<file path="src/design/uart_async_pkg.sv">
// Purpose: constants, register map and types for the async serial channel
// Assumes: one register per index, up to 16 bits wide, on a plain strobe port
// Notes: rx buffer and control flags are packed at the listed bit positions
package uart_async_pkg;

  // ----------------------------------------------------------------
  // register indices
  // ----------------------------------------------------------------
  localparam logic [3:0] OFS_TXBUF = 4'h0; // transmit buffer, write only
  localparam logic [3:0] OFS_RXBUF = 4'h1; // receive buffer and errors
  localparam logic [3:0] OFS_DIV = 4'h2; // baud divider, write only
  localparam logic [3:0] OFS_MODE = 4'h3; // serial mode config
  localparam logic [3:0] OFS_CTRL0 = 4'h4; // serial control 0
  localparam logic [3:0] OFS_CTRL1 = 4'h5; // serial control 1
  localparam logic [3:0] OFS_SHARED = 4'h6; // shared serial control

  // ----------------------------------------------------------------
  // field positions and codes
  // ----------------------------------------------------------------
  localparam int RX_OVR_BIT = 12; // overrun flag in rx buffer word
  localparam int RX_FRM_BIT = 13; // framing flag
  localparam int RX_PAR_BIT = 14; // parity flag
  localparam int RX_SUM_BIT = 15; // error summary flag
  localparam int SHARED_SPLIT_BIT = 6; // split handshake select
  localparam logic [2:0] SMD_7BIT = 3'h4; // async, seven data bits
  localparam logic [2:0] SMD_8BIT = 3'h5; // async, eight data bits
  localparam logic [2:0] SMD_9BIT = 3'h6; // async, nine data bits
  localparam logic [1:0] SRC_DIV1 = 2'h0; // count source undivided
  localparam logic [1:0] SRC_DIV2 = 2'h1; // count source by two
  localparam logic [1:0] SRC_DIV8 = 2'h2; // count source by eight
  localparam logic [1:0] SRC_DIV32 = 2'h3; // count source by thirty-two

  // ----------------------------------------------------------------
  // reset values and timing counts
  // ----------------------------------------------------------------
  localparam logic [7:0] MODE_RST = 8'h00; // mode config after reset
  localparam logic [7:0] CTRL0_RST = 8'h10; // handshake disabled
  localparam logic [7:0] CTRL1_RST = 8'h00; // tx and rx disabled
  localparam logic [7:0] DIV_RST = 8'h00; // divider after reset
  localparam logic [3:0] TICK_LAST = 4'hF; // sixteen ticks per bit
  localparam logic [3:0] TICK_MID = 4'h7; // mid-bit sample point

  // ----------------------------------------------------------------
  // register layouts
  // ----------------------------------------------------------------
  typedef struct packed {
    logic pol; // pin polarity invert
    logic pe; // parity enable
    logic even; // parity odd even select, 1 = even
    logic stp; // stop length select, 1 = two stop bits
    logic clock_source_direction; // clock source direction, 1 = external
    logic [2:0] smd; // serial mode select
  } mode_cfg_t;

  typedef struct packed {
    logic order; // bit order select, 1 = msb first, eight-bit mode only
    logic edge_pol; // clock edge polarity, unused here
    logic od; // tx open drain select
    logic dis; // handshake disable
    logic tx_shift_empty_flag; // tx shift empty flag, read only
    logic dir; // handshake direction select, 1 = rts
    logic [1:0] src; // divider source select
  } ctrl0_t;

  typedef struct packed {
    logic spare7; // kept as stored
    logic inv; // data logic invert
    logic err_sig; // error signal enable, unused here
    logic irs; // tx irq source select
    logic ri; // rx complete flag, read only
    logic re; // rx enable bit
    logic ti; // tx buffer empty flag, read only
    logic te; // tx enable bit
  } ctrl1_t;

  typedef enum logic [2:0] {
    T_IDLE = 3'h0,
    T_START = 3'h1,
    T_DATA = 3'h3,
    T_PAR = 3'h2,
    T_STOP = 3'h6
  } tx_state_t;

  typedef enum logic [2:0] {
    R_IDLE = 3'h0,
    R_START = 3'h1,
    R_DATA = 3'h3,
    R_PAR = 3'h2,
    R_STOP = 3'h6
  } rx_state_t;

endpackage

</file>
<file path="src/design/uart_async_channel.sv">
// Purpose: one asynchronous serial channel with registers and handshake
// Assumes: pins are asynchronous to clk; register port on clk
// Notes: baud tick is sixteen times the bit rate
`timescale 1ns/1ns
module uart_async_channel (
  input wire logic clk,
  input wire logic rst,
  input wire logic [3:0] addr,
  input wire logic [15:0] wdata,
  input wire logic wr_stb,
  input wire logic rd_stb,
  output logic [15:0] rdata,
  input wire logic serial_in_pin,
  input wire logic serial_clock_pin,
  input wire logic handshake_in,
  input wire logic peer_handshake_in,
  output logic serial_out_pin,
  output logic serial_out_oe,
  output logic handshake_out,
  output logic handshake_oe,
  output logic tx_irq,
  output logic rx_irq
);

  // ----------------------------------------------------------------
  // registers and state
  // ----------------------------------------------------------------
  uart_async_pkg::mode_cfg_t mode; // serial mode config
  uart_async_pkg::ctrl0_t c0; // control 0, stored bits
  uart_async_pkg::ctrl1_t c1; // control 1, stored bits
  uart_async_pkg::tx_state_t tst; // transmit state
  uart_async_pkg::rx_state_t rst_q; // receive state
  logic split; // split handshake select
  logic [7:0] div_n; // baud divider
  logic [8:0] tbuf; // transmit buffer
  logic tbuf_empty; // tx buffer empty flag
  logic [8:0] rbuf; // receive buffer
  logic rx_full; // rx complete flag
  logic ovr, framing_flag, parity_flag; // error flags
  logic [4:0] pre; // prescaler
  logic [7:0] dcnt; // divider counter
  logic tick; // sixteen-per-bit tick
  logic rx_s1, rx_s2, ck_s1, ck_s2, ck_s3; // pin synchronisers
  logic cts_s1, cts_s2, pcts_s1, pcts_s2; // handshake synchronisers
  logic rx_prev; // previous rx level
  logic [3:0] tcnt, tbit, rcnt, rbit; // tick and bit counters
  logic [8:0] tsh, rsh; // shift registers
  logic tpar, racc, rbad, rfer, rovr; // parity and frame state

  // ----------------------------------------------------------------
  // decode and datapath helpers
  // ----------------------------------------------------------------
  logic async_mode, tx_wr, rx_rd, src_en, ext_edge, rx_level;
  logic [3:0] nbits;
  logic [8:0] dmask, raw_tx, txd, rx_al, rx_word;
  logic [7:0] rev_tx, rev_rx;
  logic cts_used, cts_ok, tx_go, tx_line, tend, sample, rend, done;
  logic ovr_pt;
  logic [15:0] next_rdata;

  assign tx_wr = wr_stb && (addr == uart_async_pkg::OFS_TXBUF);
  assign rx_rd = rd_stb && (addr == uart_async_pkg::OFS_RXBUF);
  // only the three async codes run the channel
  assign async_mode = (mode.smd == uart_async_pkg::SMD_7BIT)
    || (mode.smd == uart_async_pkg::SMD_8BIT)
    || (mode.smd == uart_async_pkg::SMD_9BIT);
  // character length from mode code
  assign nbits = (mode.smd == uart_async_pkg::SMD_7BIT) ? 4'h7 :
    (mode.smd == uart_async_pkg::SMD_8BIT) ? 4'h8 : 4'h9;
  assign dmask = (nbits == 4'h7) ? 9'h07F :
    (nbits == 4'h8) ? 9'h0FF : 9'h1FF;

  // bit reversal for msb-first eight-bit characters
  assign raw_tx = (tbuf ^ (c1.inv ? dmask : 9'h000)) & dmask;
  for (genvar g = 0; g < 8; g++) begin : g_rev
    assign rev_tx[g] = raw_tx[7 - g];
    assign rev_rx[g] = rsh[8 - g];
  end
  assign txd = (nbits == 4'h8 && c0.order) ? {1'b0, rev_tx} : raw_tx;
  // align received bits down from the top of the shifter
  assign rx_al = (nbits == 4'h9) ? rsh :
    (nbits == 4'h8) ? (c0.order ? {1'b0, rev_rx} : {1'b0, rsh[8:1]}) :
    {2'b00, rsh[8:2]};
  assign rx_word = (rbuf ^ (c1.inv ? dmask : 9'h000)) & dmask;

  // ----------------------------------------------------------------
  // pin synchronisers
  // ----------------------------------------------------------------
  // two flops on every pin, third only for edge detect
  always_ff @(posedge clk) begin
    rx_s1 <= serial_in_pin;
    rx_s2 <= rx_s1;
    ck_s1 <= serial_clock_pin;
    ck_s2 <= ck_s1;
    ck_s3 <= ck_s2;
    cts_s1 <= handshake_in;
    cts_s2 <= cts_s1;
    pcts_s1 <= peer_handshake_in;
    pcts_s2 <= pcts_s1;
  end

  assign rx_level = rx_s2 ^ mode.pol;
  assign ext_edge = ck_s2 && !ck_s3;

  // ----------------------------------------------------------------
  // baud generation
  // ----------------------------------------------------------------
  // free prescaler feeding the source select
  always_ff @(posedge clk) begin
    if (rst) begin
      pre <= 5'h00;
    end else begin
      pre <= pre + 5'h01;
    end
  end

  always_comb begin
    if (mode.clock_source_direction) begin
      src_en = ext_edge;
    end else begin
      unique case (c0.src)
        uart_async_pkg::SRC_DIV1: src_en = 1'b1;
        uart_async_pkg::SRC_DIV2: src_en = pre[0];
        uart_async_pkg::SRC_DIV8: src_en = &pre[2:0];
        uart_async_pkg::SRC_DIV32: src_en = &pre;
      endcase
    end
  end

  // divide source by n+1 to get the tick
  always_ff @(posedge clk) begin
    if (rst) begin
      dcnt <= 8'h00;
      tick <= 1'b0;
    end else begin
      tick <= 1'b0;
      if (src_en) begin
        if (dcnt == 8'h00) begin
          dcnt <= div_n;
          tick <= 1'b1;
        end else begin
          dcnt <= dcnt - 8'h01;
        end
      end
    end
  end

  // ----------------------------------------------------------------
  // configuration registers
  // ----------------------------------------------------------------
  always_ff @(posedge clk) begin
    if (rst) begin
      mode <= uart_async_pkg::MODE_RST;
      c0 <= uart_async_pkg::CTRL0_RST;
      c1 <= uart_async_pkg::CTRL1_RST;
      div_n <= uart_async_pkg::DIV_RST;
      split <= 1'b0;
    end else if (wr_stb) begin
      unique case (addr)
        uart_async_pkg::OFS_MODE: mode <= wdata[7:0];
        uart_async_pkg::OFS_CTRL0: c0 <= wdata[7:0];
        uart_async_pkg::OFS_CTRL1: c1 <= wdata[7:0];
        uart_async_pkg::OFS_DIV: div_n <= wdata[7:0];
        uart_async_pkg::OFS_SHARED:
          split <= wdata[uart_async_pkg::SHARED_SPLIT_BIT];
        default: ; // other indices ignore writes
      endcase
    end
  end

  // ----------------------------------------------------------------
  // transmitter
  // ----------------------------------------------------------------
  // cts from own pin, or from the peer pin when split
  assign cts_used = !c0.dis && (!c0.dir || split);
  assign cts_ok = !cts_used
    || !(split ? pcts_s2 : cts_s2);
  // a write in the same cycle defers the load
  assign tx_go = (tst == uart_async_pkg::T_IDLE) && async_mode && c1.te
    && !tbuf_empty && cts_ok && !tx_wr;
  assign tend = tick && (tcnt == uart_async_pkg::TICK_LAST);

  always_ff @(posedge clk) begin
    if (rst) begin
      tst <= uart_async_pkg::T_IDLE;
      tcnt <= 4'h0;
      tbit <= 4'h0;
      tsh <= 9'h000;
      tpar <= 1'b0;
    end else begin
      if (tst != uart_async_pkg::T_IDLE && tick) begin
        tcnt <= tcnt + 4'h1;
      end
      unique case (tst)
        uart_async_pkg::T_IDLE: if (tx_go) begin
          tsh <= txd;
          tpar <= ^txd ^ !mode.even;
          tcnt <= 4'h0;
          tbit <= 4'h0;
          tst <= uart_async_pkg::T_START;
        end
        uart_async_pkg::T_START: if (tend) begin
          tst <= uart_async_pkg::T_DATA;
        end
        uart_async_pkg::T_DATA: if (tend) begin
          tsh <= {1'b0, tsh[8:1]};
          if (tbit == nbits - 4'h1) begin
            tbit <= 4'h0;
            tst <= mode.pe ? uart_async_pkg::T_PAR
              : uart_async_pkg::T_STOP;
          end else begin
            tbit <= tbit + 4'h1;
          end
        end
        uart_async_pkg::T_PAR: if (tend) begin
          tst <= uart_async_pkg::T_STOP;
        end
        uart_async_pkg::T_STOP: if (tend) begin
          if (tbit[0] == mode.stp) begin
            tst <= uart_async_pkg::T_IDLE;
          end else begin
            tbit <= tbit + 4'h1;
          end
        end
        default: tst <= uart_async_pkg::T_IDLE; // illegal code
      endcase
    end
  end

  // line level before pin inversion
  always_comb begin
    unique case (tst)
      uart_async_pkg::T_START: tx_line = 1'b0;
      uart_async_pkg::T_DATA: tx_line = tsh[0];
      uart_async_pkg::T_PAR: tx_line = tpar;
      default: tx_line = 1'b1; // idle and stop
    endcase
  end

  // transmit buffer empty flag
  always_ff @(posedge clk) begin
    if (rst) begin
      tbuf <= 9'h000;
      tbuf_empty <= 1'b1;
    end else if (tx_wr) begin
      tbuf <= wdata[8:0];
      tbuf_empty <= 1'b0;
    end else if (tx_go) begin
      tbuf_empty <= 1'b1;
    end
  end

  // ----------------------------------------------------------------
  // receiver
  // ----------------------------------------------------------------
  assign sample = tick && (rcnt == uart_async_pkg::TICK_MID);
  assign rend = tick && (rcnt == uart_async_pkg::TICK_LAST);
  assign done = sample && (rst_q == uart_async_pkg::R_STOP)
    && (rbit[0] == mode.stp);
  // the bit just before the last stop bit
  assign ovr_pt = sample && (
    (rst_q == uart_async_pkg::R_STOP && mode.stp && rbit == 4'h0)
    || (rst_q == uart_async_pkg::R_PAR && !mode.stp)
    || (rst_q == uart_async_pkg::R_DATA && rbit == nbits - 4'h1
      && !mode.pe && !mode.stp));

  always_ff @(posedge clk) begin
    if (rst || !c1.re || !async_mode) begin
      rst_q <= uart_async_pkg::R_IDLE;
      rx_prev <= 1'b1;
      rcnt <= 4'h0;
      rbit <= 4'h0;
      rsh <= 9'h000;
      racc <= 1'b0;
      rbad <= 1'b0;
      rfer <= 1'b0;
      rovr <= 1'b0;
    end else begin
      rx_prev <= rx_level;
      if (rst_q != uart_async_pkg::R_IDLE && tick) begin
        rcnt <= rcnt + 4'h1;
      end
      if (ovr_pt && rx_full) begin
        rovr <= 1'b1;
      end
      unique case (rst_q)
        uart_async_pkg::R_IDLE: if (rx_prev && !rx_level) begin
          rcnt <= 4'h0;
          rbit <= 4'h0;
          racc <= 1'b0;
          rbad <= 1'b0;
          rfer <= 1'b0;
          rovr <= 1'b0;
          rst_q <= uart_async_pkg::R_START;
        end
        uart_async_pkg::R_START: begin
          if (sample && rx_level) begin
            rst_q <= uart_async_pkg::R_IDLE;
          end else if (rend) begin
            rst_q <= uart_async_pkg::R_DATA;
          end
        end
        uart_async_pkg::R_DATA: begin
          if (sample) begin
            rsh <= {rx_level, rsh[8:1]};
            racc <= racc ^ rx_level;
          end
          if (rend) begin
            if (rbit == nbits - 4'h1) begin
              rbit <= 4'h0;
              rst_q <= mode.pe ? uart_async_pkg::R_PAR
                : uart_async_pkg::R_STOP;
            end else begin
              rbit <= rbit + 4'h1;
            end
          end
        end
        uart_async_pkg::R_PAR: begin
          if (sample) begin
            rbad <= racc ^ rx_level ^ !mode.even;
          end
          if (rend) begin
            rst_q <= uart_async_pkg::R_STOP;
          end
        end
        uart_async_pkg::R_STOP: begin
          if (sample && !rx_level) begin
            rfer <= 1'b1;
          end
          if (done) begin
            rst_q <= uart_async_pkg::R_IDLE;
          end else if (rend) begin
            rbit <= rbit + 4'h1;
          end
        end
        default: rst_q <= uart_async_pkg::R_IDLE; // illegal code
      endcase
    end
  end

  // receive buffer, complete flag and errors; set wins over read
  always_ff @(posedge clk) begin
    if (rst) begin
      rbuf <= 9'h000;
      rx_full <= 1'b0;
      framing_flag <= 1'b0;
      parity_flag <= 1'b0;
    end else if (done && !rovr && !(ovr_pt && rx_full)) begin
      rbuf <= rx_al;
      rx_full <= 1'b1;
      framing_flag <= rfer || !rx_level;
      parity_flag <= rbad && mode.pe;
    end else if (rx_rd) begin
      rx_full <= 1'b0;
    end
  end

  // overrun stays until reception is disabled
  always_ff @(posedge clk) begin
    if (rst) begin
      ovr <= 1'b0;
    end else if (ovr_pt && rx_full && c1.re) begin
      ovr <= 1'b1;
    end else if (!c1.re) begin
      ovr <= 1'b0;
    end
  end

  // ----------------------------------------------------------------
  // register read port
  // ----------------------------------------------------------------
  always_comb begin
    next_rdata = 16'h0000;
    if (rd_stb) begin
      unique case (addr)
        uart_async_pkg::OFS_RXBUF: begin
          next_rdata[8:0] = rx_word;
          next_rdata[uart_async_pkg::RX_OVR_BIT] = ovr;
          next_rdata[uart_async_pkg::RX_FRM_BIT] = framing_flag;
          next_rdata[uart_async_pkg::RX_PAR_BIT] = parity_flag;
          next_rdata[uart_async_pkg::RX_SUM_BIT] = ovr | framing_flag
            | parity_flag;
        end
        uart_async_pkg::OFS_MODE: next_rdata[7:0] = mode;
        uart_async_pkg::OFS_CTRL0: next_rdata[7:0] = {c0[7:4],
          tst == uart_async_pkg::T_IDLE, c0[2:0]};
        uart_async_pkg::OFS_CTRL1: next_rdata[7:0] = {c1[7:4], rx_full,
          c1[2], tbuf_empty, c1[0]};
        uart_async_pkg::OFS_SHARED:
          next_rdata[uart_async_pkg::SHARED_SPLIT_BIT] = split;
        default: next_rdata = 16'h0000; // write-only or unmapped
      endcase
    end
  end

  // ----------------------------------------------------------------
  // registered outputs
  // ----------------------------------------------------------------
  always_ff @(posedge clk) begin
    if (rst) begin
      rdata <= 16'h0000;
      serial_out_pin <= 1'b1;
      serial_out_oe <= 1'b1;
      handshake_out <= 1'b1;
      handshake_oe <= 1'b0;
      tx_irq <= 1'b0;
      rx_irq <= 1'b0;
    end else begin
      rdata <= next_rdata;
      serial_out_pin <= tx_line ^ mode.pol;
      // open drain releases the line for a high level
      serial_out_oe <= !c0.od || !(tx_line ^ mode.pol);
      handshake_out <= !(c1.re && !rx_full);
      handshake_oe <= !c0.dis && c0.dir;
      tx_irq <= (tx_go && !c1.irs)
        || (tst == uart_async_pkg::T_STOP && tend
          && tbit[0] == mode.stp && c1.irs);
      rx_irq <= done && !rovr && !(ovr_pt && rx_full);
    end
  end

  // ----------------------------------------------------------------
  // assertions
  // ----------------------------------------------------------------
  property p_sum;
    @(posedge clk) disable iff (rst)
    rx_rd |=> rdata[15] == (rdata[14] | rdata[13] | rdata[12]);
  endproperty
  a_sum: assert property (p_sum)
    else $error("summary flag wrong");

  property p_tx_start;
    @(posedge clk) disable iff (rst)
    tst == uart_async_pkg::T_IDLE ##1 tst == uart_async_pkg::T_START
      |-> $past(c1.te) && $past(cts_ok) && !$past(tbuf_empty);
  endproperty
  a_tx_start: assert property (p_tx_start)
    else $error("bad tx start");

  property p_tx_irq_load;
    @(posedge clk) disable iff (rst)
    tx_go && !c1.irs |=> tx_irq && tbuf_empty;
  endproperty
  a_tx_irq_load: assert property (p_tx_irq_load)
    else $error("no tx irq");

  property p_rx_irq;
    @(posedge clk) disable iff (rst)
    rx_irq |-> rx_full && $past(rst_q == uart_async_pkg::R_STOP);
  endproperty
  a_rx_irq: assert property (p_rx_irq)
    else $error("rx irq unpaired");

  property p_idle_high;
    @(posedge clk) disable iff (rst)
    $past(tst == uart_async_pkg::T_IDLE) && !$past(c0.od)
      |-> serial_out_pin == !$past(mode.pol) && serial_out_oe;
  endproperty
  a_idle_high: assert property (p_idle_high)
    else $error("idle not high");

  property p_hs_dir;
    @(posedge clk) disable iff (rst)
    !c0.dis && c0.dir ##1 !c0.dis && c0.dir |-> handshake_oe;
  endproperty
  a_hs_dir: assert property (p_hs_dir)
    else $error("rts not driven");

  property p_rx_start;
    @(posedge clk) disable iff (rst)
    rst_q == uart_async_pkg::R_IDLE ##1 rst_q == uart_async_pkg::R_START
      |-> $past(c1.re) && !$past(rx_level);
  endproperty
  a_rx_start: assert property (p_rx_start)
    else $error("bad rx start");

  property p_ovr_quiet;
    @(posedge clk) disable iff (rst)
    ovr_pt && rx_full && c1.re |=> ovr ##1 !rx_irq [*3];
  endproperty
  a_ovr_quiet: assert property (p_ovr_quiet)
    else $error("overrun irq");

endmodule // uart_async_channel

</file>
<file path="config.mk">
export PLATFORM = sky130hd
export DESIGN_NAME = uart_async_channel
export DESIGN_NICKNAME = d
export VERILOG_FILES = /design/src/design/uart_async_pkg.sv /design/src/design/uart_async_channel.sv
export SDC_FILE = /design/constraint.sdc
export NUM_CORES = 1
export LEC_CHECK = 0
export ABC_AREA = 1
export BUFFER_PORTS_ARGS = -buffer_cell sky130_fd_sc_hd__buf_2
export CAP_MARGIN = 30
export CORE_MARGIN = 5
export CORE_UTILIZATION = 60
export DETAILED_ROUTE_END_ITERATION = 10
export PLACE_DENSITY = 0.8
export SLEW_MARGIN = 20
export SYNTH_ARGS = -nofsm -noshare
export SYNTH_HDL_FRONTEND = slang
export SYNTH_SLANG_ARGS = --single-unit
</file>
<file path="constraint.sdc">
create_clock -name clk -period 3.9 [get_ports clk]
set_input_delay 0.39 -clock clk [delete_from_list [all_inputs] [get_ports clk]]
set_output_delay 0.39 -clock clk [all_outputs]
set_load 0.02 [all_outputs]
</file>
After elaboration in Yosys (flattened, before gate mapping)
Index checks and enable logic that the tools add are counted.
{"block": "classes", "n_reduce_logical": 106, "bitwise": 14, "eq_ne": 50, "muxes": 72, "addsub": 7}
{"operator": "$mux W4", "n": 17}
{"operator": "$mux W9", "n": 7}
{"operator": "$mux W3", "n": 15}
{"operator": "$logic_and A1 B1 Y1", "n": 38}
{"operator": "$ne A2 B2 Y1 const B", "n": 16}
{"operator": "$pmux W3 S5", "n": 2}
{"operator": "$mux W8", "n": 3}
{"operator": "$pmux W4 S3", "n": 2}
{"operator": "$pmux W6 S4", "n": 1}
{"operator": "$eq A4 B3 Y1 const B", "n": 5}
{"operator": "$logic_not A1 Y1", "n": 20}
{"operator": "$and A9 B9 Y9", "n": 2}
{"operator": "$pmux W9 S2", "n": 1}
{"operator": "$xor A9 B9 Y9", "n": 2}
{"operator": "$mux W1", "n": 17}
{"operator": "$add A4 B1 Y4 const B", "n": 4}
{"operator": "$eq A4 B4 Y1 const B", "n": 4}
{"operator": "$eq A3 B3 Y1 const B", "n": 5}
{"operator": "$reduce_and A3 Y1", "n": 5}
{"operator": "$reduce_and A5 Y1", "n": 3}
{"operator": "$reduce_and A2 Y1", "n": 7}
{"operator": "$eq A3 B2 Y1 const B", "n": 4}
{"operator": "$reduce_bool A2 Y1", "n": 6}
{"operator": "$reduce_bool A3 Y1", "n": 4}
{"operator": "other kinds (29)", "n": 59}
{"block": "totals", "output_inout_bits": 22, "wordCells": 311, "reg_bits": 144, "inputBits": 28}

Logic depth before layout (Yosys ltp)
{"block": "logic_depth", "depth_word": 14, "depth_mapped": 16, "mapped_depth_nobuf": 15}

Worst setup path after synthesis
No wires, ideal clock.
{"block": "synth_timing", "kind": "flip-flop to flip-flop", "from": "register pre[0]", "to": "register dcnt[5]", "n_path_buf": 1, "required_ps": 3829, "stages_incl_launch_ff": 11, "setup_time_ps": 71, "arrival_ps": 1619, "setup_slack_ps": 2210, "cell_sequence": "dfxtp_1 ha_1 and3_1 ha_1 nor2_1 o21ai_0 nand2_1 nand2_1 clkbuf_1 o211ai_1 a21oi_1"}
{"block": "synth_between", "elab_chain_len": 3, "elab_cells_between_ends": 4, "classes_between": "mux (2); reduce/logical (2)"}
{"item": "start, declared", "line": "uart_async_channel.sv:40", "rtl": "logic [4:0] pre;"}
{"item": "start signal, assigned", "line": "uart_async_channel.sv:113", "rtl": "pre <= pre + 5'h01;"}
{"item": "$reduce_and A5 Y1 or $reduce_and A3 Y1 (tied branches)", "line": "uart_async_channel.sv:125, uart_async_channel.sv:124"}
{"item": "$pmux W1 S4 (*)", "line": "uart_async_channel.sv:121", "rtl": "unique case (c0.src)"}
{"item": "$mux W1 (*)", "line": "uart_async_channel.sv:118", "rtl": "if (mode.clock_source_direction) begin"}
{"item": "end signal, assigned", "line": "uart_async_channel.sv:139", "rtl": "dcnt <= div_n;"}
{"item": "end signal, assigned", "line": "uart_async_channel.sv:142", "rtl": "dcnt <= dcnt - 8'h01;"}
{"item": "end, declared", "line": "uart_async_channel.sv:41", "rtl": "logic [7:0] dcnt;"}
Every way passes the cells marked *; elsewhere a longest branch is shown, timed or not.
A chain may end at the register's enable or synchronous reset.

Final worst setup path
{"block": "layout_timing", "from": "register c1[6] (netlist bit)", "to": "register tpar"}
{"block": "layout_between", "elab_chain_len": 6}
{"item": "start, declared", "line": "uart_async_channel.sv:30", "rtl": "uart_async_pkg::ctrl1_t c1;"}
{"item": "start signal, assigned", "line": "uart_async_channel.sv:155", "rtl": "c1 <= uart_async_pkg::CTRL1_RST;"}
{"item": "start signal, assigned", "line": "uart_async_channel.sv:162", "rtl": "uart_async_pkg::OFS_CTRL1: c1 <= wdata[7:0];"}
{"item": "$mux W9", "line": "uart_async_channel.sv:74", "rtl": "assign raw_tx = (tbuf ^ (c1.inv ? dmask : 9'h000)) & dmask;"}
{"item": "$xor A9 B9 Y9", "line": "uart_async_channel.sv:74"}
{"item": "$and A9 B9 Y9", "line": "uart_async_channel.sv:74"}
{"item": "$mux W9", "line": "uart_async_channel.sv:79", "rtl": "assign txd = (nbits == 4'h8 && c0.order) ? {1'b0, rev_tx} : raw_tx;"}
{"item": "$reduce_xor A9 Y1", "line": "uart_async_channel.sv:197", "rtl": "tpar <= ^txd ^ !mode.even;"}
{"item": "$xor A1 B1 Y1", "line": "uart_async_channel.sv:197"}
{"item": "end signal, assigned", "line": "uart_async_channel.sv:197"}
{"item": "end, declared", "line": "uart_async_channel.sv:48", "rtl": "logic tpar, racc, rbad, rfer, rovr;"}
No other way between the ends.

==> tab_implementation.tex <==
\begin{tabular}{lr}
\hline
Metric & Value \\
\hline
\multicolumn{2}{l}{\textbf{GRT}} \\
Global-route wire length before repair & 26400 µm \\
GRT Resource Usage Total & 25.3\% \\
Pin count of the biggest net entering global routing & 39 \\
Number of global-route vias before repair & 5523 \\
Antenna violations before repair & 0 \\
Leftover overflow at the end of global routing & 0 \\
\multicolumn{2}{l}{\textbf{Layout}} \\
Synth-to-Final Area Change & 12.6\% \\
Fillers & 894 \\
Utilization after layout & 69.0\% \\
Cell Count, Final, Fillers Out & 1094 \\
Diodes inserted & 0 \\
Area of all sequential standard cells & 2820 µm² \\
Final instance area & 7480 µm² \\
Fraction of layout instances using a drive strength above 1 & 11.5\% \\
Number of nets at the end of the flow & 979 \\
Total area of multi-input combinational cells & 3250 µm² \\
\multicolumn{2}{l}{\textbf{Place}} \\
Placed instance count & 1058 \\
Area after detailed placement & 6850 µm² \\
Placer's final routability congestion estimate & 1.01 \\
IO Port Bufs & 39 \\
Final HPWL from detailed placement & 11400 µm \\
\multicolumn{2}{l}{\textbf{CTS}} \\
Total CTS buffers & 17 \\
Number of sinks on the clock net & 141 \\
Clock tree from TritonCTS & done \\
Clk\_lat worst skew & 0.55 ns \\
Clk buf depth & 2 \\
Number of H-tree branching levels & 4 \\
Reg clk slew, reported paths & 0.06 ns \\
Post-CTS resize count & 0 \\
Root buffer cell & sky130\_fd\_sc\_hd\_\_clkbuf\_8 \\
\multicolumn{2}{l}{\textbf{Floorplanning}} \\
Chip height & 115 µm \\
Die Area & 13300 µm² \\
Initial core utilization & 61.2\% \\
Number of standard-cell rows in the floorplan & 38 \\
Die boundary width & 115 µm \\
IO Count & 50 \\
Core ar. & 10800 µm² \\
\multicolumn{2}{l}{\textbf{Worst hold path}} \\
Number of cells on the worst hold path & 3 \\
Path class of the lowest-slack min-delay path & input port to flop \\
Origin of the worst min-delay path & wdata[3] \\
\multicolumn{2}{l}{\textbf{STA}} \\
Minimum clock period & 2.36 ns \\
Post-Route Setup TNS & 0 ns \\
Peak clock frequency supported by timing & 424 MHz \\
Max-slew headroom at the worst pin & 41.2\% \\
Final number of max-transition violations & 0 \\
Share of the cycle needed by the critical path after routing & 60.4\% \\
Final count of negative-setup-slack endpoints & 0 \\
Fin Clk Skew & 0.00698 ns \\
Endpoints failing hold & 0 \\
Least-Margin Pin Slew & 0.881 ns \\
RSZ-0062 raised after global routing & false \\
\multicolumn{2}{l}{\textbf{Critical path}} \\
Critical Setup Path Class & flop to flop \\
Reg2reg path depth & 16 \\
Stages on worst setup path & 16 \\
Cell-by-cell trace of the critical path & buf\_4 > inv\_1 > nand2\_1 > nand2\_1 > nand2\_1 > inv\_1 > nor2\_1 > nand2\_1 > nand2\_1 > nand2\_1 > nand2\_1 > inv\_1 > nand3\_1 > nand3\_1 > nand2\_1 > inv\_1 \\
Nature of the critical path startpoint & flop \\
Critical path buffer and inverter count & 5 \\
CP top delay family & simple AND/OR/NAND/NOR gates \\
Crit path top cell by count & sky130\_fd\_sc\_hd\_\_nand2\_1 \\
Worst setup path start & c1[6] \\
Data required time of the critical path & 4.35 ns \\
Crit end category & flop \\
Largest fanout of any net on the critical path & 17 \\
Beginning of the worst register-to-register path & c1[6] \\
Arrival time reported for the critical path endpoint & 2.80 ns \\
Crit path largest cell delay & 0.68 ns \\
Crit path max-delay cell type & sky130\_fd\_sc\_hd\_\_dfxtp\_1 \\
\multicolumn{2}{l}{\textbf{Yosys}} \\
Area fraction in compound gates after synthesis & 18.8\% \\
Post-Synthesis Mean Instance Area & 7.33 µm² \\
Multiplexer share of the synthesized area & 0\% \\
Cell area after synthesis & 6640 µm² \\
Share of the synthesized netlist area taken by xor and xnor gates & 4.75\% \\
Flip-flop and latch count after synthesis & 141 \\
Number of synthesis warnings & 0 \\
Largest family of logic cells by synthesized area & simple AND/OR/NAND/NOR gates \\
Share of synthesized cell area in full adder, half adder and majority cells & 1.89\% \\
Distinct cell type count after synthesis & 45 \\
Fraction of the mapped netlist area in simple logic gates & 23.3\% \\
Top FF cell, synth & sky130\_fd\_sc\_hd\_\_dfxtp\_1 \\
Share of the yosys chip area belonging to registers & 42.5\% \\
Count of mapped cells out of synthesis & 905 \\
Number of synthesized flops with an enable pin & 0 \\
Share of synthesized registers carrying an async set or reset & 0\% \\
\multicolumn{2}{l}{\textbf{Route}} \\
Average wire per standard cell & 14.7 µm \\
Number of search-and-repair iterations in the first detailed-routing pass & 5 \\
Number of DRC markers after the initial detailed-route iteration & 448 \\
Number of vias per cell & 5.53 \\
Via count & 6047 \\
Detail Route Antenna Nets & 0 \\
DRC violation count after routing & 0 \\
Total Routed Length & 16100 µm \\
\multicolumn{2}{l}{\textbf{Power}} \\
Total power & 3.83 mW \\
Static leakage & 3.11 nW \\
Worst IR Drop VDD & 0.000369 V \\
Areal power density over the cells & 512 nW/µm² \\
\multicolumn{2}{l}{\textbf{Run}} \\
MaxCap Viol Count & 0 \\
\multicolumn{2}{l}{\textbf{Run status}} \\
Status & finished, final reports clean \\
\hline
\end{tabular}
layer usage:
metal	global-route usage [%]	vias to the layer above	routed length [µm]
li1	-	3059	-
met1	33.5	2737	7160
met2	39.1	209	7260
met3	6.16	42	1220
met4	11.2	0	442
met5	0	-	0
state kept, by name, summed over array words and instances, names as in the netlist, 5 cells and up:
signal,cells
tbuf,9
pre,5
rdata,13
c0,7
div_n,8
mode,8
tsh,9
rbuf,9
c1,6
dcnt,8
rsh,9
synth_stat cells (11+ instances only):
library cell	count	area share, %
sky130_fd_sc_hd__o22ai_1	11	1.0
sky130_fd_sc_hd__xnor2_1	21	2.8
sky130_fd_sc_hd__a21oi_1	70	5.3
sky130_fd_sc_hd__xor2_1	15	2.0
sky130_fd_sc_hd__dfxtp_1	141	43
sky130_fd_sc_hd__nor2_1	113	6.4
sky130_fd_sc_hd__nand3_1	31	2.3
sky130_fd_sc_hd__nor3_1	13	0.98
sky130_fd_sc_hd__clkbuf_1	14	0.79
sky130_fd_sc_hd__o21ai_0	103	7.8
sky130_fd_sc_hd__nand2_1	162	9.2
sky130_fd_sc_hd__inv_1	92	5.2
sky130_fd_sc_hd__inv_2	11	0.62
layout by cell type (no fill, tap or decap), types with 7 or more instances in the layout:
| cell | count |
|---|---|
| sky130_fd_sc_hd__inv_1 | 92 |
| sky130_fd_sc_hd__a31oi_1 | 10 |
| sky130_fd_sc_hd__nor3_1 | 13 |
| sky130_fd_sc_hd__clkbuf_16 | 16 |
| sky130_fd_sc_hd__o21ai_0 | 103 |
| sky130_fd_sc_hd__o22ai_1 | 11 |
| sky130_fd_sc_hd__inv_2 | 11 |
| sky130_fd_sc_hd__xor2_1 | 15 |
| sky130_fd_sc_hd__buf_2 | 39 |
| sky130_fd_sc_hd__a221oi_1 | 8 |
| sky130_fd_sc_hd__ha_1 | 10 |
| sky130_fd_sc_hd__o21ai_1 | 7 |
| sky130_fd_sc_hd__nor2_1 | 113 |
| sky130_fd_sc_hd__dfxtp_1 | 141 |
| sky130_fd_sc_hd__a21oi_1 | 70 |
| sky130_fd_sc_hd__xnor2_1 | 21 |
| sky130_fd_sc_hd__nand2_1 | 162 |
| sky130_fd_sc_hd__nand3_1 | 31 |
| sky130_fd_sc_hd__clkbuf_8 | 8 |
| sky130_fd_sc_hd__nand4_1 | 10 |
layout make-up:
cell class	instances	share of cell area, %
timing repair buffer	45	3.35
inverter	104	5.22
tap	140	2.34
clock inverter	8	1.05
sequential	141	37.8
multi-input combinational	632	43.5
clock buffer	24	6.83
cell families (layout without fill, tap and decap cells):
kind of cell / after synthesis / count (layout)
xor+xnor: 36 / 36
buf+inv: 134 / 181
simple gates: 356 / 356
compound gates: 227 / 227
fa+ha+maj: 10 / 10
flops: 141 / 141
other cells: 1 / 3
path summary, 6_finish.rpt:
kind	to	slack, ns
worst min register to register	rx_s2	0.33
worst max register to register	tpar	1.54
worst min-delay path	div_n[3]	0.14
worst max-delay path	tpar	1.54
timing repair:
| action | 4_1_cts | 5_1_grt |
|---|---|---|
| hold buffers | 4 | 0 |
| endpoints found under the hold margin | 4 | 0 |
| setup buffers | 0 | 0 |
through the flow:
stage	setup slack [ns]	hold slack (ns)
finish	1.54	0.141
global route	1.27	0.129
CTS	1.58	0.124
detailed placement	1.62	0.315
global placement	1.67	0.310
floorplan	2.21	0.310
report_power, final:
| group | total (mW) | internal (mW) | switching [mW] |
|---|---|---|---|
| combinational | 0.671 | 0.238 | 0.433 |
| clock | 1.58 | 0.965 | 0.613 |
| sequential | 1.58 | 1.52 | 0.0652 |
worst reg2reg max path, stage by stage, from the launching register on:
cell                      delay, ns
sky130_fd_sc_hd__dfxtp_1       0.68
sky130_fd_sc_hd__buf_4         0.36
sky130_fd_sc_hd__inv_1         0.16
sky130_fd_sc_hd__nand2_1       0.08
sky130_fd_sc_hd__nand2_1       0.09
sky130_fd_sc_hd__nand2_1       0.09
sky130_fd_sc_hd__inv_1         0.05
sky130_fd_sc_hd__nor2_1        0.16
sky130_fd_sc_hd__nand2_1       0.08
sky130_fd_sc_hd__nand2_1       0.06
sky130_fd_sc_hd__nand2_1       0.04
sky130_fd_sc_hd__nand2_1       0.10
sky130_fd_sc_hd__inv_1         0.05
sky130_fd_sc_hd__nand3_1       0.07
sky130_fd_sc_hd__nand3_1       0.07
sky130_fd_sc_hd__nand2_1       0.07
sky130_fd_sc_hd__inv_1         0.03
No activity file was read; power rests on OpenSTA's default activity.
